`config.mk`:
```
export PLATFORM = sky130hd
export DESIGN_NAME = imrt_router
export DESIGN_NICKNAME = d
export VERILOG_FILES = /design/src/shared/imrt_pkg.sv /design/src/core/imrt_intx_line.sv /design/src/core/imrt_router.sv
export VERILOG_INCLUDE_DIRS = /design/src /design/src/shared
export SDC_FILE = /design/constraint.sdc
export NUM_CORES = 1
export LEC_CHECK = 0
export BUFFER_PORTS_ARGS = -buffer_cell sky130_fd_sc_hd__buf_4
export CORE_UTILIZATION = 52
export CTS_BUF_LIST = sky130_fd_sc_hd__clkbuf_4
export DETAILED_ROUTE_END_ITERATION = 6
export GPL_TIMING_DRIVEN = 0
export PLACE_DENSITY = 0.88
export SLEW_MARGIN = 40
export SYNTH_ARGS = -nofsm -noshare
export SYNTH_HDL_FRONTEND = slang
export SYNTH_SLANG_ARGS = --single-unit
```
`constraint.sdc`:
```
create_clock -name I_REF_CLK -period 3.7 [get_ports I_REF_CLK]
set_input_delay 0.37 -clock I_REF_CLK [delete_from_list [all_inputs] [get_ports I_REF_CLK]]
set_output_delay 0.37 -clock I_REF_CLK [all_outputs]
set_load 0.01 [all_outputs]
```
`src/shared/imrt_consts.svh`:
```
// Offsets, field layout, reset values and sizes of the inbound message interrupt router
`ifndef IMRT_CONSTS_SVH
`define IMRT_CONSTS_SVH

// ------------------------------------------------------------
// Register map
// ------------------------------------------------------------
`define IMRT_ADDR_W       12
`define IMRT_DATA_W       32
`define IMRT_STAT_OFFSET  12'h0e8
`define IMRT_CTRL_OFFSET  12'h0ec

// ------------------------------------------------------------
// Field layout and reset values
// ------------------------------------------------------------
`define IMRT_NUM_SRC      4
`define IMRT_NUM_LINES    4
`define IMRT_ACT_W        3
`define IMRT_CTRL_W       12
`define IMRT_CTRL_RESET   12'h000
`define IMRT_STAT_RESET   4'h0

`endif

```
`src/shared/imrt_pkg.sv`:
```
// Types of the inbound message interrupt router
package imrt_pkg;

  // Action codes held in each 3-bit field of the action control register
  typedef enum logic [2:0] {
    IMRT_ACT_MASKED = 3'h0,
    IMRT_ACT_MSI    = 3'h1,
    IMRT_ACT_INTA   = 3'h2,
    IMRT_ACT_INTB   = 3'h3,
    IMRT_ACT_INTC   = 3'h4,
    IMRT_ACT_INTD   = 3'h5,
    IMRT_ACT_RSVD6  = 3'h6,
    IMRT_ACT_RSVD7  = 3'h7
  } imrt_action_t;

  // Whether a legacy line's assert message has gone out
  typedef enum logic {
    IMRT_LINE_IDLE     = 1'b0,
    IMRT_LINE_ASSERTED = 1'b1
  } imrt_line_state_t;

endpackage

```
`src/core/imrt_intx_line.sv`:
```
// One legacy virtual-wire line: assert and deassert message sequencing
`timescale 1ns/1ps
`include "imrt_consts.svh"

module imrt_intx_line
  import imrt_pkg::*;
(
  input  wire logic i_clk,
  input  wire logic i_rst,
  input  wire logic i_clk_en,
  input  wire logic i_want,
  input  wire logic i_disable,
  output logic      o_assert,
  output logic      o_deassert,
  output logic      o_level
);

  imrt_line_state_t state;
  imrt_line_state_t next_state;
  logic             next_assert;
  logic             next_deassert;
  logic             next_level;

  // ------------------------------------------------------------
  // Message sequencing
  // ------------------------------------------------------------
  // While disabled the state is held, so a change in demand is only
  // reported once messages are allowed again; nothing is lost or doubled.
  always_comb begin
    next_state    = state;
    next_assert   = 1'b0;
    next_deassert = 1'b0;
    if (!i_disable) begin
      case (state)
        IMRT_LINE_IDLE: begin
          if (i_want) begin
            next_state  = IMRT_LINE_ASSERTED;
            next_assert = 1'b1;
          end
        end
        IMRT_LINE_ASSERTED: begin
          if (!i_want) begin
            next_state    = IMRT_LINE_IDLE;
            next_deassert = 1'b1;
          end
        end
        default: begin
          next_state = IMRT_LINE_IDLE;
        end
      endcase
    end
    next_level = (next_state == IMRT_LINE_ASSERTED);
  end

  always_ff @(posedge i_clk) begin
    if (i_rst) begin
      state      <= IMRT_LINE_IDLE;
      o_assert   <= 1'b0;
      o_deassert <= 1'b0;
      o_level    <= 1'b0;
    end else if (i_clk_en) begin
      state      <= next_state;
      o_assert   <= next_assert;
      o_deassert <= next_deassert;
      o_level    <= next_level;
    end
  end

  // ------------------------------------------------------------
  // Checks
  // ------------------------------------------------------------
  a_assert_on_demand: assert property (
    @(posedge i_clk) disable iff (i_rst)
    i_clk_en && i_want && !o_level && !i_disable |=> o_assert && o_level
  ) else $error("line demand did not produce an assert message");

  a_deassert_on_release: assert property (
    @(posedge i_clk) disable iff (i_rst)
    i_clk_en && !i_want && o_level && !i_disable |=> o_deassert && !o_level
  ) else $error("line release did not produce a deassert message");

  a_disable_quiet: assert property (
    @(posedge i_clk) disable iff (i_rst)
    i_clk_en && i_disable |=> !o_assert && !o_deassert
  ) else $error("legacy message sent while disabled");

  a_line_held: assert property (
    @(posedge i_clk) disable iff (i_rst)
    i_clk_en && o_level && i_want |=> o_level && !o_deassert
  ) else $error("line dropped while a mapped source is still set");

endmodule

```
`src/core/imrt_router.sv`:
```
// Inbound message interrupt router: status, action control and interrupt delivery
`timescale 1ns/1ps
`include "imrt_consts.svh"

// Notes on behaviour
// - Control register holds four 3-bit actions at bits 2:0, 5:3, 8:6, 11:9.
// - Act when a status bit sets; legacy lines also act when it clears.
// - Action zero masks the source completely.
// - Action one sends an MSI as the MSI capability describes.
// - Actions two to five drive INTA to INTD: assert on set, deassert on clear.
// - Actions six and seven are reserved; here they behave as masked.
// - An MSI is sent only while the MSI enable bit is set.
// - Legacy assert and deassert messages are suppressed while legacy disable is set.
// - Status bit sets on a far-side outbound message write; write one clears.
module imrt_router
  import imrt_pkg::*;
(
  input  wire logic                      I_REF_CLK,
  input  wire logic                      I_RST,
  input  wire logic                      I_CLK_EN,
  input  wire logic                      I_CFG_WR,
  input  wire logic                      I_CFG_RD,
  input  wire logic [`IMRT_ADDR_W-1:0]   I_CFG_ADDR,
  input  wire logic [`IMRT_DATA_W-1:0]   I_CFG_WDATA,
  input  wire logic [`IMRT_NUM_SRC-1:0]  I_OUTBOUND_MSG_WR,
  input  wire logic                      I_MSI_ENABLE,
  input  wire logic                      I_LEGACY_IRQ_DISABLE,
  output logic      [`IMRT_DATA_W-1:0]   O_CFG_RDATA,
  output logic      [`IMRT_NUM_SRC-1:0]  O_MSI_REQ,
  output logic      [`IMRT_NUM_LINES-1:0] O_INTX_ASSERT,
  output logic      [`IMRT_NUM_LINES-1:0] O_INTX_DEASSERT,
  output logic      [`IMRT_NUM_LINES-1:0] O_INTX_LEVEL
);

  logic [`IMRT_CTRL_W-1:0]    irq_action_control_0;
  logic [`IMRT_CTRL_W-1:0]    next_irq_action_control_0;
  logic [`IMRT_NUM_SRC-1:0]   irq_source_status;
  logic [`IMRT_NUM_SRC-1:0]   next_irq_source_status;
  logic [`IMRT_DATA_W-1:0]    next_rdata;
  logic [`IMRT_NUM_SRC-1:0]   next_msi;
  logic [`IMRT_NUM_LINES-1:0] line_want;
  logic                       wr_ctrl;
  logic                       wr_stat;
  imrt_action_t               act [`IMRT_NUM_SRC];

  assign wr_ctrl = I_CFG_WR && (I_CFG_ADDR == `IMRT_CTRL_OFFSET);
  assign wr_stat = I_CFG_WR && (I_CFG_ADDR == `IMRT_STAT_OFFSET);

  // ------------------------------------------------------------
  // Configuration registers
  // ------------------------------------------------------------
  // A far-side write in the same cycle as a write-one-clear wins, so an
  // event arriving during the clear is never dropped.
  always_comb begin
    next_irq_action_control_0 = irq_action_control_0;
    if (wr_ctrl) begin
      next_irq_action_control_0 = I_CFG_WDATA[`IMRT_CTRL_W-1:0];
    end
    next_irq_source_status = irq_source_status;
    if (wr_stat) begin
      next_irq_source_status = irq_source_status & ~I_CFG_WDATA[`IMRT_NUM_SRC-1:0];
    end
    next_irq_source_status = next_irq_source_status | I_OUTBOUND_MSG_WR;
    next_rdata = O_CFG_RDATA;
    if (I_CFG_RD) begin
      case (I_CFG_ADDR)
        `IMRT_CTRL_OFFSET: next_rdata = {20'h00000, irq_action_control_0};
        `IMRT_STAT_OFFSET: next_rdata = {28'h0000000, irq_source_status};
        default:           next_rdata = 32'h00000000;
      endcase
    end
  end

  always_ff @(posedge I_REF_CLK) begin
    if (I_RST) begin
      irq_action_control_0 <= `IMRT_CTRL_RESET;
      irq_source_status    <= `IMRT_STAT_RESET;
      O_CFG_RDATA          <= 32'h00000000;
    end else if (I_CLK_EN) begin
      irq_action_control_0 <= next_irq_action_control_0;
      irq_source_status    <= next_irq_source_status;
      O_CFG_RDATA          <= next_rdata;
    end
  end

  // ------------------------------------------------------------
  // Per-source action decode and MSI generation
  // ------------------------------------------------------------
  // An action rewritten while its status bit is set moves the line demand at once:
  // the old line is deasserted and a newly mapped line asserted; no MSI is sent.
  genvar gi;
  generate
    for (gi = 0; gi < `IMRT_NUM_SRC; gi++) begin : g_src
      assign act[gi] = imrt_action_t'(irq_action_control_0[gi*`IMRT_ACT_W +: `IMRT_ACT_W]);
      // Only the 0-to-1 edge of the status bit sends, never a held bit
      assign next_msi[gi] = !irq_source_status[gi] && next_irq_source_status[gi]
                            && (act[gi] == IMRT_ACT_MSI)
                            && I_MSI_ENABLE;

      a_msi_on_set: assert property (
        @(posedge I_REF_CLK) disable iff (I_RST)
        I_CLK_EN && !irq_source_status[gi] && I_OUTBOUND_MSG_WR[gi]
          && (act[gi] == IMRT_ACT_MSI) && I_MSI_ENABLE |=> O_MSI_REQ[gi]
      ) else $error("status set with msi action did not send an MSI");

      a_msi_enable_gate: assert property (
        @(posedge I_REF_CLK) disable iff (I_RST)
        O_MSI_REQ[gi] && $past(I_CLK_EN) |-> $past(I_MSI_ENABLE)
      ) else $error("MSI sent while MSI enable was clear");

      a_masked_quiet: assert property (
        @(posedge I_REF_CLK) disable iff (I_RST)
        I_CLK_EN && (act[gi] == IMRT_ACT_MASKED) |=> !O_MSI_REQ[gi]
      ) else $error("masked source produced an MSI");

      a_reserved_quiet: assert property (
        @(posedge I_REF_CLK) disable iff (I_RST)
        I_CLK_EN && (act[gi] inside {IMRT_ACT_RSVD6, IMRT_ACT_RSVD7}) |=> !O_MSI_REQ[gi]
      ) else $error("reserved action produced an MSI");

      a_status_set: assert property (
        @(posedge I_REF_CLK) disable iff (I_RST)
        I_CLK_EN && I_OUTBOUND_MSG_WR[gi] |=> irq_source_status[gi]
      ) else $error("outbound message write did not set status");

      // A bit that is already set stays quiet on a repeated far-side write
      a_msi_held_quiet: assert property (
        @(posedge I_REF_CLK) disable iff (I_RST)
        I_CLK_EN && irq_source_status[gi] |=> !O_MSI_REQ[gi]
      ) else $error("MSI sent for a status bit that was already set");

      a_legacy_no_msi: assert property (
        @(posedge I_REF_CLK) disable iff (I_RST)
        I_CLK_EN && (act[gi] inside {IMRT_ACT_INTA, IMRT_ACT_INTB,
                                     IMRT_ACT_INTC, IMRT_ACT_INTD}) |=> !O_MSI_REQ[gi]
      ) else $error("legacy action produced an MSI");

      a_status_clear: assert property (
        @(posedge I_REF_CLK) disable iff (I_RST)
        I_CLK_EN && wr_stat && I_CFG_WDATA[gi] && !I_OUTBOUND_MSG_WR[gi]
          |=> !irq_source_status[gi]
      ) else $error("write one did not clear the status bit");
    end
  endgenerate

  always_ff @(posedge I_REF_CLK) begin
    if (I_RST) begin
      O_MSI_REQ <= '0;
    end else if (I_CLK_EN) begin
      O_MSI_REQ <= next_msi;
    end
  end

  // ------------------------------------------------------------
  // Legacy line demand
  // ------------------------------------------------------------
  // A line is wanted while any source mapped to it is still set.
  always_comb begin
    line_want = '0;
    for (int s = 0; s < `IMRT_NUM_SRC; s++) begin
      for (int l = 0; l < `IMRT_NUM_LINES; l++) begin
        if (irq_source_status[s] && (act[s] == imrt_action_t'(3'(IMRT_ACT_INTA) + 3'(l)))) begin
          line_want[l] = 1'b1;
        end
      end
    end
  end

  genvar gl;
  generate
    for (gl = 0; gl < `IMRT_NUM_LINES; gl++) begin : g_line
      imrt_intx_line u_line (
        .i_clk      (I_REF_CLK),
        .i_rst      (I_RST),
        .i_clk_en   (I_CLK_EN),
        .i_want     (line_want[gl]),
        .i_disable  (I_LEGACY_IRQ_DISABLE),
        .o_assert   (O_INTX_ASSERT[gl]),
        .o_deassert (O_INTX_DEASSERT[gl]),
        .o_level    (O_INTX_LEVEL[gl])
      );
    end
  endgenerate

  // ------------------------------------------------------------
  // Checks
  // ------------------------------------------------------------
  a_ctrl_write: assert property (
    @(posedge I_REF_CLK) disable iff (I_RST)
    I_CLK_EN && wr_ctrl |=> irq_action_control_0 == $past(I_CFG_WDATA[`IMRT_CTRL_W-1:0])
  ) else $error("control write not stored");

  a_inta_path: assert property (
    @(posedge I_REF_CLK) disable iff (I_RST)
    I_CLK_EN && I_OUTBOUND_MSG_WR[0] && !irq_source_status[0] && !O_INTX_LEVEL[0]
      && !line_want[0] && (act[0] == IMRT_ACT_INTA) && !I_LEGACY_IRQ_DISABLE
      ##1 I_CLK_EN && !I_LEGACY_IRQ_DISABLE && (act[0] == IMRT_ACT_INTA) |=> O_INTX_ASSERT[0]
  ) else $error("source 0 on INTA did not assert the line");

  a_clear_releases: assert property (
    @(posedge I_REF_CLK) disable iff (I_RST)
    I_CLK_EN && O_INTX_LEVEL[0] && (line_want == 4'h0) && !I_LEGACY_IRQ_DISABLE
      |=> O_INTX_DEASSERT[0]
  ) else $error("clearing all sources did not deassert the line");

  a_ctrl_readback: assert property (
    @(posedge I_REF_CLK) disable iff (I_RST)
    I_CLK_EN && I_CFG_RD && (I_CFG_ADDR == `IMRT_CTRL_OFFSET)
      |=> O_CFG_RDATA == {20'h00000, $past(irq_action_control_0)}
  ) else $error("control read did not return the stored actions");

  a_status_readback: assert property (
    @(posedge I_REF_CLK) disable iff (I_RST)
    I_CLK_EN && I_CFG_RD && (I_CFG_ADDR == `IMRT_STAT_OFFSET)
      |=> O_CFG_RDATA == {28'h0000000, $past(irq_source_status)}
  ) else $error("status read did not return the status bits");

  // Disable freezes the line state instead of forcing a deassert
  a_disable_holds_line: assert property (
    @(posedge I_REF_CLK) disable iff (I_RST)
    I_CLK_EN && I_LEGACY_IRQ_DISABLE |=> O_INTX_LEVEL == $past(O_INTX_LEVEL)
  ) else $error("legacy line state changed while disabled");

endmodule

```
==> flow_metrics.env <==
export IMPL_finalSetupTns_ns=0
export IMPL_synthDistinctLibCells=36
export IMPL_max_freq_ghz=0.562
export IMPL_path_max_fanout=4
export IMPL_ys_warn_count=0
export IMPL_timing_rr_start="irq_action_control_0[8]"
export IMPL_antenna_found_initial=0
export IMPL_grt_max_degree=14
export IMPL_path_clk_slew_ns=0.14
export IMPL_hp_class="in2reg"
export IMPL_slew_violations=0
export IMPL_r2r_cells=4
export IMPL_post_cts_buffers=0
export IMPL_synth_area_sq_um=2250
export IMPL_dp_cells=373
export IMPL_fin_crit_ns=1.78
export IMPL_die_w_um=67.8
export IMPL_cts_hold_buffers_added=0
export IMPL_antennaDiodeCount=0
export IMPL_maxSlewHeadroom=0.615
export IMPL_synth_commonest_cells="dfxtp_1, buf_4, nand2b_1, nor2_1, nand2_1"
export IMPL_min_to="irq_action_control_0[8]"
export IMPL_synthTopCellsByArea="dfxtp_1, buf_4, nand2b_1"
export IMPL_critical_path_required_ns=3.93
export IMPL_synth_edf_count=0
export IMPL_p_per_area_nw_per_um2=334
export IMPL_ios=103
export IMPL_p_seq_frac=0.502
export IMPL_p_sw_mw=0.221
export IMPL_drc=0
export IMPL_cts_sinks=44
export IMPL_cts_tree="yes"
export IMPL_cts_resized=0
export IMPL_drive_gt1_frac=0.388
export IMPL_grtUsageTotal=0.242
export IMPL_vias=2004
export IMPL_vdd_drop_max_mv=0.230
export IMPL_initial_core_util=0.551
export IMPL_final_area_sq_um=2920
export IMPL_synth_flop_cell="dfxtp_1"
export IMPL_synth_most_common_cell="dfxtp_1"
export IMPL_crit_start="I_CFG_ADDR[9]"
export IMPL_fp_dieArea_sq_um=4590
export IMPL_grt_pass1_wl_um=8180
export IMPL_place_detailed_hpwl_um=3880
export IMPL_syn_avg_cell_area_sq_um=9.18
export IMPL_r2r_slack_ns=2.23
export IMPL_numCtsBuffers=5
export IMPL_synth_area_leader_cell="dfxtp_1"
export IMPL_setup_viol=0
export IMPL_rsz0062_at_grt="no"
export IMPL_yosysSeqAreaShare=0.392
export IMPL_finalNetCount=385
export IMPL_start_kind="input pin"
export IMPL_ant_nets=0
export IMPL_rows=23
export IMPL_swShare=0.226
export IMPL_wl_per_cell_um=13.4
export IMPL_placed_area_sq_um=2830
export IMPL_gp_congestion=0.924
export IMPL_fin_crit_sh=0.481
export IMPL_grt_pass1_vias=1818
export IMPL_async_reset_ff_frac=0
export IMPL_final_setup_skew_ns=0.0140
export IMPL_hold_violations=0
export IMPL_die_y_um=67.8
export IMPL_holdPathStages=3
export IMPL_endpoint_kind="flip-flop"
export IMPL_n_fill_cell=357
export IMPL_worstSkewPairLatency_ns=0.37
export IMPL_p_leak_nw=1.27
export IMPL_cts_root_buf="clkbuf_4"
export IMPL_wl_um=5080
export IMPL_hp_start="I_CFG_WDATA[8]"
export IMPL_tightest_slew_ns=0.573
export IMPL_netlist_area_leader_share=0.392
export IMPL_p_int_mw=0.756
export IMPL_combPwrFrac=0.125
export IMPL_cap_violations=0
export IMPL_worst_slack_ns=1.92
export IMPL_status="finished clean"
export IMPL_fin_cells=380
export IMPL_core_area_sq_um=4090
export IMPL_vias_per_cell=5.27
export IMPL_crit_arrival_ns=2.00
export IMPL_port_buffers=59
export IMPL_htree_levels=2
export IMPL_dr_pass1_iters=4
export IMPL_grt_ovfl_total=0
export IMPL_synthToLayoutAreaGrowth_pct=30.0
export IMPL_drt_iter0_drc=89
export IMPL_p_clk_frac=0.373
export IMPL_criticalPathCategory="in2reg"
export IMPL_r2r_end="g_line[1].u_line.o_deassert"
export IMPL_synth_cells=245
export IMPL_place_ws_ns=1.58
export IMPL_cts_path_max_buffers=2
export IMPL_ys_seq_elements=44
==> registers in the layout, summed over array words and instances (netlist names) <==
signal	flops
g_line.u_line.o_level	2
g_line.u_line.state	2
O_CFG_RDATA	12
g_line.u_line.o_assert	4
irq_action_control_0	12
g_line.u_line.o_deassert	4
irq_source_status	4
O_MSI_REQ	4
==> critical path, cell delays in order <==
cell and delay, ns:
buf_4 0.11, or4_4 0.52, or2_2 0.34, nor3_1 0.50, a211oi_1 0.17
==> logic make-up (layout without fill, tap and decap cells) <==
family / count (synthesis) / count (layout) / synth area share
and+or+nand+nor: 92 / 92 / 0.245
AOI/OAI and AO/OA: 53 / 53 / 0.185
buffers and inverters: 47 / 113 / 0.139
DFF: 44 / 44 / 0.392
muxes: 8 / 8 / 0.0373
other: 1 / 20 / 0.00167
==> cells in the final DEF, fill, tap and decap left out, drive strengths merged <==
cell	netlist	final
nor3	13	13
mux2	3	3
nor2b	3	3
nand3	1	1
or2	1	1
o32ai	2	2
nand3b	15	15
buf	35	94
o21ai	12	12
nand2b	17	17
nand4b	2	2
nor2	17	17
o22ai	3	3
a21boi	3	3
a32o	4	4
inv	2	2
mux2i	5	5
a21oi	7	7
o31ai	4	4
dfxtp	44	44
conb	1	20
bufinv	0	2
nand2	15	15
o31a	1	1
a211oi	8	8
a221oi	1	1
clkbuf	10	15
or3b	1	1
and2	1	1
nor4	4	4
or4	2	2
a22o	8	8
==> power by group through the flow <==
stage / sequential (mW) / clock [mW] / combinational, mW
2_1_floorplan: 0.500 / 0 / 0.0740
3_3_place_gp: 0.501 / 0 / 0.119
3_5_place_dp: 0.501 / 0 / 0.121
4_1_cts: 0.490 / 0.369 / 0.121
5_1_grt: 0.492 / 0.384 / 0.134
6_report: 0.491 / 0.364 / 0.122
==> through the flow <==
stage / utilization / power, mW / hold slack, ns
5_1_grt: 0.716 / 1.01 / 0.232
3_5_place_dp: 0.692 / 0.621 / 0.445
3_3_place_gp: 0.692 / 0.619 / 0.437
6_report: 0.716 / 0.977 / 0.242
4_1_cts: 0.716 / 0.980 / 0.235
2_1_floorplan: - / 0.574 / 0.426
==> per-layer routing <==
| metal | vias to the layer above | track usage | share of wire |
|---|---|---|---|
| li1 | 998 | - | - |
| met1 | 907 | 0.269 | 0.39 |
| met2 | 84 | 0.429 | 0.51 |
| met3 | 15 | 0.0591 | 0.066 |
| met4 | 0 | 0.115 | 0.030 |
| met5 | - | 0 | 0 |
==> worst max-delay path by stage <==
stage,endpoint,slack [ns],depth (start not counted)
5_1_grt,irq_source_status[0],1.93,5
6_report,irq_source_status[0],1.92,5
3_3_place_gp,irq_action_control_0[3],1.60,7
4_1_cts,irq_source_status[0],1.95,5
3_5_place_dp,irq_source_status[3],1.58,5
2_1_floorplan,irq_action_control_0[9],1.81,6
==> cell type report <==
| type | instances | area (sq um) | share of cell area |
|---|---|---|---|
| Buffer | 45 | 305 | 0.104 |
| Clock buffer | 5 | 37.5 | 0.0128 |
| Clock inverter | 2 | 60.1 | 0.0205 |
| Inverter | 2 | 7.51 | 0.00257 |
| Multi-Input combinational cell | 173 | 1130 | 0.386 |
| Sequential cell | 44 | 881 | 0.301 |
| Tap cell | 50 | 62.6 | 0.0214 |
| Timing Repair Buffer | 59 | 443 | 0.151 |
(Power assumes the default switching activity.)
